[src/include/crs_pkg.sv]
`default_nettype none
package crs_pkg;
   // ----------------------------------------------------------------
   // timing
   // ----------------------------------------------------------------
   localparam int CLK_PERIOD_NS    = 25;
   localparam int OUT_RELEASE_CLKS = 2;      // outputs quiet within two clocks of init
   localparam int CFG_W            = 8;      // sampled configuration width
   localparam int SAVE_CLKS        = 4;      // state save duration
   localparam int ACK_CLKS         = 1;      // acknowledge transaction length
   localparam int SYNC_STAGES      = 2;

   // ----------------------------------------------------------------
   // power / mode states, gray along the usual path except handler exit to run
   // ----------------------------------------------------------------
   typedef enum logic [2:0] {
      CRS_INIT  = 3'h0,
      CRS_RUN   = 3'h1,
      CRS_HALT  = 3'h3,
      CRS_SLEEP = 3'h2,
      CRS_SAVE  = 3'h5,
      CRS_ACK   = 3'h7,
      CRS_MGMT  = 3'h6
   } crs_state_t;
endpackage : crs_pkg
`default_nettype wire

[src/core/crs_sync.sv]
`default_nettype none
module crs_sync #(
   parameter int WIDTH = 1
) (
   // clock and reset
   input  wire logic             ref_clk,
   input  wire logic             rst,
   // data
   input  wire logic [WIDTH-1:0] async_in,
   output logic      [WIDTH-1:0] sync_out
);
   logic [WIDTH-1:0] meta_q;
   logic [WIDTH-1:0] sync_q;
   logic [WIDTH-1:0] meta_d;
   logic [WIDTH-1:0] sync_d;

   // two-stage synchroniser, reset to all ones
   always_comb begin
      meta_d = async_in;
      sync_d = meta_q;
   end

   always_ff @(posedge ref_clk or posedge rst) begin
      if (rst) begin
         meta_q <= '1;
         sync_q <= '1;
      end else begin
         meta_q <= meta_d;
         sync_q <= sync_d;
      end
   end

   assign sync_out = sync_q;
endmodule : crs_sync
`default_nettype wire

[src/core/crs_ctrl.sv]
// Summary of operation
// (RL1) hard init returns to known state, invalidates caches without write-back.
// (RL2) system holds hard init at least 1 ms after power-on.
// (RL3) outputs deasserted no later than two clocks after init seen.
// (RL4) system never holds init above 10 ms while supplies are stable.
// (RL5) configuration pins latched on init release edge.
// (RL6) management interrupt during init release tristates all outputs.
// (RL7) management interrupt input synchronised internally.
// (RL8) accepted management interrupt saves state then enters handler mode.
// (RL9) acknowledge transaction issued, then handler fetch starts.
// (RL10) sleep request in clock-halt state enters sleep.
// (RL11) sleep gates all unit clocks, only the pll keeps running.
// (RL12) sleep ignores snoops and interrupts.
// (RL13) sleep responds only to init, sleep release, bus clock loss; code leaves sleep on init or sleep release only, bus clock loss has no effect.
// (RL14) sleep release re-enables bus and core clocks, back to halt; code re-enables bus and apic clocks, core clock stays off in halt.
// (RL15) clock-halt request enters halt; bus and interrupt units keep running.
// (RL16) each supplies-stable rise is followed by a 1 to 10 ms init.
// (RL17) hard init overrides sleep, halt and management entry.
`default_nettype none
module crs_ctrl #(
   parameter int CFG_W = crs_pkg::CFG_W
) (
   // clock and reset
   input  wire logic             ref_clk,
   input  wire logic             rst,
   // system control pins, asynchronous
   input  wire logic             hard_init_n,
   input  wire logic             supplies_stable,
   input  wire logic             sleep_request_n,
   input  wire logic             clock_halt_request_n,
   input  wire logic             mgmt_interrupt_n,
   input  wire logic             bclk_present,
   // configuration bus levels
   input  wire logic [CFG_W-1:0] cfg_pins,
   // core side
   input  wire logic             core_bus_req,
   input  wire logic             snoop_req,
   input  wire logic             intr_req,
   input  wire logic             mgmt_exit,
   // outputs to core and pins
   output logic                  bus_out_active,
   output logic                  bus_out_oe_n,
   output logic                  cache_invalidate,
   output logic                  cache_writeback_en,
   output logic [CFG_W-1:0]      cfg_options,
   output logic                  cfg_valid,
   output logic                  core_clk_en,
   output logic                  bus_clk_en,
   output logic                  apic_clk_en,
   output logic                  pll_en,
   output logic                  snoop_accept,
   output logic                  intr_accept,
   output logic                  state_save,
   output logic                  mgmt_ack_txn,
   output logic                  protected_handler_mode,
   output logic                  handler_fetch,
   output logic                  sleeping
);
   // ----------------------------------------------------------------
   // input synchronisers
   // ----------------------------------------------------------------
   localparam int NSYNC = 6;
   logic [NSYNC-1:0] raw_in;
   logic [NSYNC-1:0] syn;
   logic             init_s;
   logic             pg_s;
   logic             slp_s;
   logic             halt_s;
   logic             mgmt_s;
   logic             bclk_s;

   // init bit inverted so reset reads as init active, no false release edge
   assign raw_in = {bclk_present, mgmt_interrupt_n, clock_halt_request_n,
                    sleep_request_n, ~supplies_stable, ~hard_init_n};

   // all control pins pass two flops before use
   crs_sync #(.WIDTH(NSYNC)) u_sync ( // RL7
      .ref_clk  (ref_clk),
      .rst      (rst),
      .async_in (raw_in),
      .sync_out (syn)
   );

   // configuration levels are pins too: two flops before the latch
   logic [CFG_W-1:0] cfg_s;

   crs_sync #(.WIDTH(CFG_W)) u_cfg_sync (
      .ref_clk  (ref_clk),
      .rst      (rst),
      .async_in (cfg_pins),
      .sync_out (cfg_s)
   );

   assign init_s = syn[0];
   assign pg_s   = ~syn[1];
   assign slp_s  = ~syn[2];
   assign halt_s = ~syn[3];
   assign mgmt_s = ~syn[4];
   assign bclk_s = syn[5];

   // ----------------------------------------------------------------
   // state and counters
   // ----------------------------------------------------------------
   crs_pkg::crs_state_t   state_q;
   crs_pkg::crs_state_t   state_d;
   logic [2:0]            cnt_q;
   logic [2:0]            cnt_d;
   logic                  init_prev_q;
   logic                  init_prev_d;
   logic                  tri_q;
   logic                  tri_d;
   logic [CFG_W-1:0]      cfg_q;
   logic [CFG_W-1:0]      cfg_d;
   logic                  cfg_v_q;
   logic                  cfg_v_d;
   logic                  mgmt_pend_q;
   logic                  mgmt_pend_d;
   logic                  mgmt_prev_q;
   logic                  mgmt_prev_d;
   logic                  rel_edge;

   localparam logic [2:0] SAVE_LAST = 3'(crs_pkg::SAVE_CLKS - 1);
   localparam logic [2:0] ACK_LAST  = 3'(crs_pkg::ACK_CLKS - 1);

   // init release edge
   assign rel_edge = init_prev_q & ~init_s;

   // next-state logic
   always_comb begin
      state_d     = state_q;
      cnt_d       = cnt_q;
      init_prev_d = init_s;
      tri_d       = tri_q;
      cfg_d       = cfg_q;
      cfg_v_d     = cfg_v_q;
      mgmt_prev_d = mgmt_s;
      mgmt_pend_d = mgmt_pend_q;
      // falling edge of the interrupt request is latched until taken, or until init, init release or sleep clears it
      if (mgmt_s & ~mgmt_prev_q) begin
         mgmt_pend_d = 1'b1;
      end
      if (init_s) begin
         state_d     = crs_pkg::CRS_INIT; // RL17
         cnt_d       = '0;
         tri_d       = 1'b0;
         cfg_v_d     = 1'b0;
         mgmt_pend_d = 1'b0;
      end else if (rel_edge) begin
         cfg_d       = cfg_s; // RL5
         cfg_v_d     = 1'b1;
         tri_d       = mgmt_s; // RL6
         mgmt_pend_d = 1'b0;
         state_d     = crs_pkg::CRS_RUN;
      end else begin
         case (state_q)
            crs_pkg::CRS_INIT: begin
               state_d = crs_pkg::CRS_RUN;
            end
            crs_pkg::CRS_RUN: begin
               if (mgmt_pend_q) begin
                  state_d     = crs_pkg::CRS_SAVE; // RL8
                  mgmt_pend_d = 1'b0;
                  cnt_d       = '0;
               end else if (halt_s) begin
                  state_d = crs_pkg::CRS_HALT; // RL15
               end
            end
            crs_pkg::CRS_HALT: begin
               if (slp_s) begin
                  state_d = crs_pkg::CRS_SLEEP; // RL10
               end else if (!halt_s) begin
                  state_d = crs_pkg::CRS_RUN;
               end
            end
            crs_pkg::CRS_SLEEP: begin
               // only sleep release is seen here; init handled above
               mgmt_pend_d = 1'b0; // RL12
               if (!slp_s) begin
                  state_d = crs_pkg::CRS_HALT; // RL14
               end
            end
            crs_pkg::CRS_SAVE: begin
               cnt_d = cnt_q + 3'h1;
               if (cnt_q == SAVE_LAST) begin
                  state_d = crs_pkg::CRS_ACK; // RL8
                  cnt_d   = '0;
               end
            end
            crs_pkg::CRS_ACK: begin
               cnt_d = cnt_q + 3'h1;
               if (cnt_q == ACK_LAST) begin
                  state_d = crs_pkg::CRS_MGMT; // RL9
                  cnt_d   = '0;
               end
            end
            crs_pkg::CRS_MGMT: begin
               if (mgmt_exit) begin
                  state_d = crs_pkg::CRS_RUN;
               end
            end
            default: begin
               state_d = crs_pkg::CRS_INIT;
            end
         endcase
      end
   end

   always_ff @(posedge ref_clk or posedge rst) begin
      if (rst) begin
         state_q     <= crs_pkg::CRS_INIT;
         cnt_q       <= '0;
         init_prev_q <= 1'b1;
         tri_q       <= 1'b0;
         cfg_q       <= '0;
         cfg_v_q     <= 1'b0;
         mgmt_pend_q <= 1'b0;
         mgmt_prev_q <= 1'b0;
      end else begin
         state_q     <= state_d;
         cnt_q       <= cnt_d;
         init_prev_q <= init_prev_d;
         tri_q       <= tri_d;
         cfg_q       <= cfg_d;
         cfg_v_q     <= cfg_v_d;
         mgmt_pend_q <= mgmt_pend_d;
         mgmt_prev_q <= mgmt_prev_d;
      end
   end

   // ----------------------------------------------------------------
   // outputs
   // ----------------------------------------------------------------
   logic in_init;
   logic in_sleep;
   logic in_halt;
   logic bus_d;
   logic bus_q;

   assign in_init  = (state_q == crs_pkg::CRS_INIT);
   assign in_sleep = (state_q == crs_pkg::CRS_SLEEP);
   assign in_halt  = (state_q == crs_pkg::CRS_HALT);

   // bus drive: quiet while init is seen (sync delay plus this flop)
   always_comb begin
      bus_d = core_bus_req & ~init_s & ~in_init & ~in_sleep & ~tri_q; // RL3
   end

   always_ff @(posedge ref_clk or posedge rst) begin
      if (rst) begin
         bus_q <= 1'b0;
      end else begin
         bus_q <= bus_d;
      end
   end

   assign bus_out_active     = bus_q;
   assign bus_out_oe_n       = tri_q; // RL6
   assign cache_invalidate   = in_init; // RL1
   assign cache_writeback_en = ~in_init; // RL1
   assign cfg_options        = cfg_q;
   assign cfg_valid          = cfg_v_q;
   assign pll_en             = 1'b1; // RL11
   assign core_clk_en        = ~in_sleep & ~in_halt; // RL11
   assign bus_clk_en         = ~in_sleep & bclk_s; // RL15
   assign apic_clk_en        = ~in_sleep; // RL15
   assign snoop_accept       = snoop_req & ~in_sleep & ~in_init; // RL12
   assign intr_accept        = intr_req & ~in_sleep & ~in_init; // RL13
   assign state_save         = (state_q == crs_pkg::CRS_SAVE);
   assign mgmt_ack_txn       = (state_q == crs_pkg::CRS_ACK); // RL9
   assign protected_handler_mode = (state_q == crs_pkg::CRS_MGMT) | mgmt_ack_txn;
   assign handler_fetch      = (state_q == crs_pkg::CRS_MGMT); // RL9
   assign sleeping           = in_sleep;

   // unused stable level kept for status only
   logic pg_unused;
   assign pg_unused = pg_s;
endmodule : crs_ctrl
`default_nettype wire

[config.mk]
export PLATFORM = sky130hd
export DESIGN_NAME = crs_ctrl
export DESIGN_NICKNAME = d
export VERILOG_FILES = /design/src/include/crs_pkg.sv /design/src/core/crs_sync.sv /design/src/core/crs_ctrl.sv
export SDC_FILE = /design/constraint.sdc
export NUM_CORES = 1
export LEC_CHECK = 0
export ABC_AREA = 1
export BUFFER_PORTS_ARGS = -buffer_cell sky130_fd_sc_hd__buf_2
export CORE_ASPECT_RATIO = 1.1
export CORE_MARGIN = 5
export CORE_UTILIZATION = 35
export CTS_CLUSTER_SIZE = 24
export DETAILED_ROUTE_END_ITERATION = 6
export PLACE_DENSITY_LB_ADDON = 0.1
export SLEW_MARGIN = 20
export SYNTH_ARGS = -nofsm -noshare
export SYNTH_HDL_FRONTEND = slang
export SYNTH_SLANG_ARGS = --single-unit
[constraint.sdc]
create_clock -name ref_clk -period 2.73 [get_ports ref_clk]
set_input_delay 0.546 -clock ref_clk [delete_from_list [all_inputs] [get_ports ref_clk]]
set_output_delay 0.546 -clock ref_clk [all_outputs]
set_load 0.005 [all_outputs]
==> results by group, run 1 <==
Run status
  – Outcome: completed

Synth
  – Unique masters post-synth: 20
  – Mean Syn Cell Area: approximately 11 um2
  – Synth Register Bits: between 40 and 50
  – Post-synthesis cell area: 1800 um2
  – Syn_nets: 186
  – Cells after Synth: 162
  – Synth Warn #: 0
  – Register area share after synthesis: 65.8%

Routing
  – Iter 0 DRT Violations: 96
  – Vias per std cell: about 4.4
  – DR vias: 1168
  – Post-route ant nets: 0
  – # DRC: 0
  – Drt first pass iters: 4
  – Routed wire length: between 3 and 4 mm
  – WL/cell: 11.6 um

Clock tree
  – Clock-pin transition on the worst setup and hold timing paths: ~0.09 ns
  – Clock sinks: 46
  – Cts repair resizes: 0
  – Cts hold-fix bufs: 0
  – Clock Latency Late Sink: 0.29 ns
  – H-tree levels: 2
  – CTS Buf Count: 5
  – Root Buffer: clkbuf_8
  – Clk buf depth: 2
  – CTS tree: yes
  – Postcts setup bufs: 0

Worst setup path
  – Worst Setup SP: state_q[0]
  – Setup crit end kind: output pin
  – Critical Path Start Type: flip-flop
  – Critical R2R Launch: u_sync.sync_out[0]
  – Crit-path max FO: 9
  – Worst Path Required: 2.18 ns
  – WS Path Type: reg2out
  – Critical Path AT: roughly 1.5 ns

Cells and area
  – Final Util: roughly 43%
  – Layout area overhead: 20.3%
  – Post-Layout Cell Count: 266
  – Fill cells: 525
  – Highest-count cells in the layout ignoring fill and taps: buf_2, nand2_1, dfstp_2
  – Most common cell after layout, fill and taps aside: buf_2
  – Ant diodes: 0
  – Share of cells above drive strength 1: roughly 44%
  – Nets: 231

Global routing
  – First-pass GRT wire length: roughly 5.4 mm
  – Total grt overflow: 0
  – Largest net degree at the start of global routing: 47
  – Vias in the first global route: 1213
  – Tot GR Track Use: 10.2%
  – Initial antenna violation count: 0

STA
  – Post-layout min period: 2.03 ns
  – Final setup viols: 0
  – Hold Slack: 0.345 ns
  – Max Freq: 492 MHz
  – Unrepaired setup endpoints after global routing: false
  – Final Max Slew Viols: 0
  – Clock skew: ~0.005 ns
  – Worst slew pin tran: between 0.5 and 0.6 ns
  – Slew margin rel.: approximately 63%
  – Post-Route Setup TNS: 0 ns
  – Final Hold Vio Count: 0
  – Tcrit/Tclk final: 74.4%

Placed design
  – Cells after DPL: 258
  – I/O Buffers: 41
  – Routability Congestion: 0.763
  – Detailed Place HPWL: 2.27 mm

Min path
  – Hold wc startpoint: clock_halt_request_n
  – Hold/Removal Path Class: in2reg

Power
  – Combinational Power Share: under 10%
  – Pint: 1080 uW
  – Switch Pwr: 320 uW
  – Clock share of power: about 36%
  – Flop pwr share: a little under three fifths
  – Lkg Pwr: around 0.0011 uW
  – Switching portion of total power: between 20% and 30%
  – Power Dens Cells: between 600 and 700 nW/um2
  – Maximum vdd ir drop: between 0.3 and 0.4 mV

Die
  – Core Area: 5000 um2
  – # rows: 27
  – Die ar.: ~6700 um2
  – Chip height: 85.2 um
  – I/O pins: 44
  – Die X: 78.4 um
  – Starting Density: 36.0%

Run
  – Max cap viols: 0
routing by layer:
layer | share of wire [%] | vias to the layer above | wire, um | track usage [%]
met4 | 0.49 | 0 | 15 | 3.34
met2 | 51 | 29 | 1580 | 17.1
met1 | 42 | 550 | 1300 | 11.8
met5 | 0 | - | 0 | 0
li1 | - | 587 | - | -
met3 | 6.1 | 2 | 187 | 4.14
sequential cells by signal, indices dropped and copies added, names as in the netlist:
signal / cells
cfg_options: 8
u_cfg_sync.meta_q: 8
u_cfg_sync.sync_out: 8
u_sync.meta_q: 5
u_sync.sync_out: 5
cnt_q: 3
state_q: 3
bus_out_active: 1
bus_out_oe_n: 1
cfg_valid: 1
init_prev_q: 1
mgmt_pend_q: 1
mgmt_prev_q: 1
final timing paths:
path / endpoint / slack [ns] / cells after the start
min: u_sync.meta_q[3] / 0.34 / 1
min reg2reg: u_sync.sync_out[4] / 0.35 / 0
max reg2reg: cfg_options[3] / 1.19 / 3
max: bus_clk_en / 0.70 / 5
max in group asynchronous: u_sync.meta_q[4] / 1.97 / 3
min in group asynchronous: cfg_options[5] / 0.38 / 3
logic make-up (layout without fill, tap and decap cells):
| logic type | after synthesis | after routing | share of synthesized area [%] |
|---|---|---|---|
| buf+inv | 31 | 77 | 7.51 |
| other cells | 1 | 1 | 0.208 |
| compound gates | 10 | 10 | 2.85 |
| flops | 46 | 46 | 65.8 |
| mux | 8 | 8 | 5.00 |
| simple gates | 62 | 62 | 15.8 |
| fa+ha+maj | 4 | 4 | 2.78 |
final cells by class:
cell class | count | area [um2] | share of cell area [%]
Sequential cell | 46 | 1180 | 54.7
Multi-Input combinational cell | 85 | 480 | 22.2
Timing Repair Buffer | 42 | 213 | 9.82
Inverter | 27 | 101 | 4.68
Tap cell | 58 | 72.6 | 3.35
Clock buffer | 5 | 68.8 | 3.18
Clock inverter | 3 | 45.0 | 2.08
Yosys cell counts:
cell,instances,share of area (%)
buf_4,3,1.3
dfstp_2,27,39
dfrtp_1,19,26
inv_1,27,5.6
nor2_2,2,0.69
a21oi_1,2,0.56
o21ai_0,7,1.9
ha_1,4,2.8
nor2_1,11,2.3
nor3_1,2,0.56
mux2_2,8,5.0
buf_6,1,0.63
nor2_4,2,1.3
nand4_1,1,0.35
nand2_1,29,6.0
nand2_4,1,0.63
conb_1,1,0.21
nand2_2,2,0.69
o22ai_1,1,0.35
nand3_1,12,3.3
metrics by stage:
step	setup WS [ns]	power, uW	instance area (um2)
after detailed placement	1.01	918	2050
after floorplan	1.14	858	1800
final	0.698	1400	2170
after global placement	1.02	913	2050
after CTS	0.674	1420	2170
after global routing	0.547	1480	2170
critical path, stage by stage (launching register included):
cell	delay, ns
dfrtp_1	0.51
nor2_2	0.25
nand2_1	0.15
inv_1	0.13
nor2_1	0.04
buf_2	0.12
power groups by stage:
stage	combinational (uW)	clock, uW	sequential (uW)
CTS	136	516	770
finish	131	495	769
floorplan	86.1	0	772
global route	152	548	775
global placement	133	0	781
detailed placement	136	0	782
Power figures use the tool's default switching activity.
==> inputs of run 2 (changes only) <==
Clock period 2.73 ns to 2 ns, I/O delays scaled along.
==> run 2 against run 1 <==
Net effect:
- non-clock buffer count did not move
- clock skew grew 0.00069 ns
- via count is 1.3% higher
- critical path depth is the same
- clock power rose by 14%
- global-route usage up 0.22 points
- die area stayed put
- core utilization fell by 0.050 points
- total power is 29% higher
- clock-buffer cell count unchanged
- largest cell class unchanged
==> results by group, run 2 (same netlist as run 1, synthesis figures left out) <==
Worst setup path
  – Critical-path cell list: nor2_4 -> nand2_1 -> inv_1 -> nor2_1 -> buf_2
  – Worst Setup SP: state_q[0]
  – Critical path endpoint: bus_clk_en
  – Critical Path AT: 1.43 ns (-0.06 ns)
  – R2R cell count: 3 (unchanged)
  – Worst R2R End: cfg_options[5]
  – Worst Path Required: 1.60 ns (-0.58 ns)
  – Crit-path max FO: 9 (unchanged)
  – R2r setup slk: 0.43 ns (-0.76 ns)
  – Worst path slowest cell: dfrtp_1
  – WS Path Type: reg2out
  – Critical Path Start Type: flip-flop
  – Buf+Inv Stages, Crit Path: 2 (unchanged)
  – CP delay by family, top: flip-flops
  – Critical R2R Launch: u_sync.sync_out[0]
  – Slowest cell delay on critical path: 0.53 ns (+0.02 ns)
  – Setup crit end kind: output pin
  – Stages on worst setup path: 5 (unchanged)

Run status
  – Outcome: completed

Cells and area
  – Share of cells above drive strength 1: 44.2% (unchanged)
  – Ant diodes: 0 (unchanged)
  – Highest-count cells in the layout ignoring fill and taps: buf_2, nand2_1, dfstp_2
  – Nets: 231 (unchanged)
  – Most common cell after layout, fill and taps aside: buf_2
  – Fill cells: 501 (-4.6%)
  – Layout area overhead: 20.2%

Routing
  – WL/cell: 11.7 um (+1.2%)
  – Vias per std cell: 4.45 (+1.3%)
  – Routed wire length: 3.12 mm (+1.2%)
  – # DRC: 0 (unchanged)
  – DR vias: 1183 (+1.3%)
  – Iter 0 DRT Violations: 39 (-59%)
  – Post-route ant nets: 0 (unchanged)
  – Drt first pass iters: 4 (unchanged)

Global routing
  – Tot GR Track Use: 10.4% (+0.22 points)
  – Initial antenna violation count: 0 (unchanged)
  – Total grt overflow: 0 (unchanged)
  – Vias in the first global route: 1293 (+6.6%)
  – First-pass GRT wire length: 5.56 mm (+2.4%)
  – Largest net degree at the start of global routing: 29 (-38%)

Placed design
  – Detailed Place HPWL: 2.36 mm (+4.1%)
  – Routability Congestion: 0.745 (-2.3%)
  – I/O Buffers: 41 (unchanged)
  – Pre-CTS setup slack: 0.399 ns (-0.609 ns)

Clock tree
  – CTS tree: yes
  – Root Buffer: clkbuf_8
  – Clock sinks: 46 (unchanged)
  – H-tree levels: 2 (unchanged)
  – CTS Buf Count: 5 (unchanged)
  – Clk buf depth: 2 (unchanged)
  – Clock Latency Late Sink: 0.29 ns (about the same)
  – Clock-pin transition on the worst setup and hold timing paths: 0.08 ns (about the same)
  – Cts hold-fix bufs: 0 (unchanged)

Die
  – I/O pins: 44 (unchanged)
  – Starting Density: 36.0% (unchanged)
  – Die ar.: 6680 um2 (unchanged)
  – # rows: 27 (unchanged)
  – Chip height: 85.2 um (unchanged)
  – Core Area: 5000 um2 (unchanged)
  – Die X: 78.4 um (unchanged)

Power
  – Switching portion of total power: 24.8% (+1.9 points)
  – Power Dens Cells: 832 nW/um2 (+29%)
  – Lkg Pwr: 0.00109 uW (about the same)
  – Power, Total: 1800 uW (+29%)
  – Flop pwr share: 58.5% (+3.4 points)
  – Combinational Power Share: 10.2% (+0.8 points)
  – Maximum vdd ir drop: 0.444 mV (+17%)
  – Clock share of power: 31.3% (-4.2 points)
  – Pint: 1350 uW (+26%)
  – Switch Pwr: 446 uW (+40%)

STA
  – Tcrit/Tclk final: 91.7%
  – Final Hold Vio Count: 0 (unchanged)
  – Final setup viols: 0 (unchanged)
  – Unrepaired setup endpoints after global routing: false
  – Max Freq: between 500 and 600 MHz
  – PnR worst setup slack: 0.165 ns (-0.533 ns)
  – Slew margin rel.: 52.3% (-11 points)
  – Clock skew: 0.00581 ns (+0.000694 ns)
  – Final Max Slew Viols: 0 (unchanged)
  – Worst slew pin tran: 0.711 ns (+0.159 ns)
  – Post-layout min period: 1.83 ns
  – Post-Route Setup TNS: 0 ns (unchanged)

Min path
  – Hold/Removal Path Class: in2async

Run
  – Max cap viols: 0 (unchanged)
-- run 2: cell types whose count changed in the layout (fill, tap and decap cells not counted) --
cell        before  now
nor2_4           2    3
inv_6            0    1
nor2_2           2    1
clkinv_4         0    1
buf_4            1    0
bufinv_16        1    0
buf_12           0    1
clkinvlp_4       2    1
-- run 2: per-layer routing --
metal  track usage [%]  share of wire, %  vias to the layer above
li1                  -                 -                      585
met1              11.5                43                      560
met5                 0                 0                        -
met2              18.1                50                       33
met3              2.87               6.0                        5
met4              5.25               1.4                        0
-- run 2: what timing repair did --
| item | in CTS | in global routing |
|---|---|---|
| setup buffers | 0 | 0 |
| resized for setup | 0 | 1 |
| setup endpoints to repair | 0 | 1 |
-- run 2: layout make-up --
class | count | area (um2) | share of cell area (%)
Tap cell | 58 | 72.6 | 3.35
Clock buffer | 5 | 68.8 | 3.18
Sequential cell | 46 | 1180 | 54.8
Clock inverter | 3 | 25.0 | 1.16
Multi-Input combinational cell | 85 | 485 | 22.4
Timing Repair Buffer | 42 | 225 | 10.4
Inverter | 27 | 101 | 4.68
-- run 2: worst min-delay path by stage --
stage	to	from	slack (ns)
2_1_floorplan	u_cfg_sync.sync_out[0]	u_cfg_sync.meta_q[0]	0.35
3_3_place_gp	u_cfg_sync.sync_out[0]	u_cfg_sync.meta_q[0]	0.35
3_5_place_dp	u_cfg_sync.sync_out[2]	u_cfg_sync.meta_q[2]	0.35
4_1_cts	state_q[1]	rst	0.13
5_1_grt	state_q[2]	rst	0.16
6_report	mgmt_prev_q	rst	0.12
-- run 2: stage by stage --
step                cells  hold WS (ns)  util (%)  instance area (um2)
global route          266         0.158      43.3                 2160
finish                266         0.121      43.3                 2160
global placement      258         0.345      41.3                 2060
CTS                   266         0.131      43.2                 2160
detailed placement    258         0.347      41.3                 2060
floorplan             162         0.345         -                 1800
-- run 2: power by group through the flow --
| stage | registers [uW] | clock network (uW) | logic [uW] |
|---|---|---|---|
| finish | 1050 | 564 | 184 |
| detailed placement | 1070 | 0 | 189 |
| global route | 1060 | 629 | 210 |
| global placement | 1070 | 0 | 184 |
| floorplan | 1050 | 0 | 118 |
| CTS | 1050 | 593 | 189 |
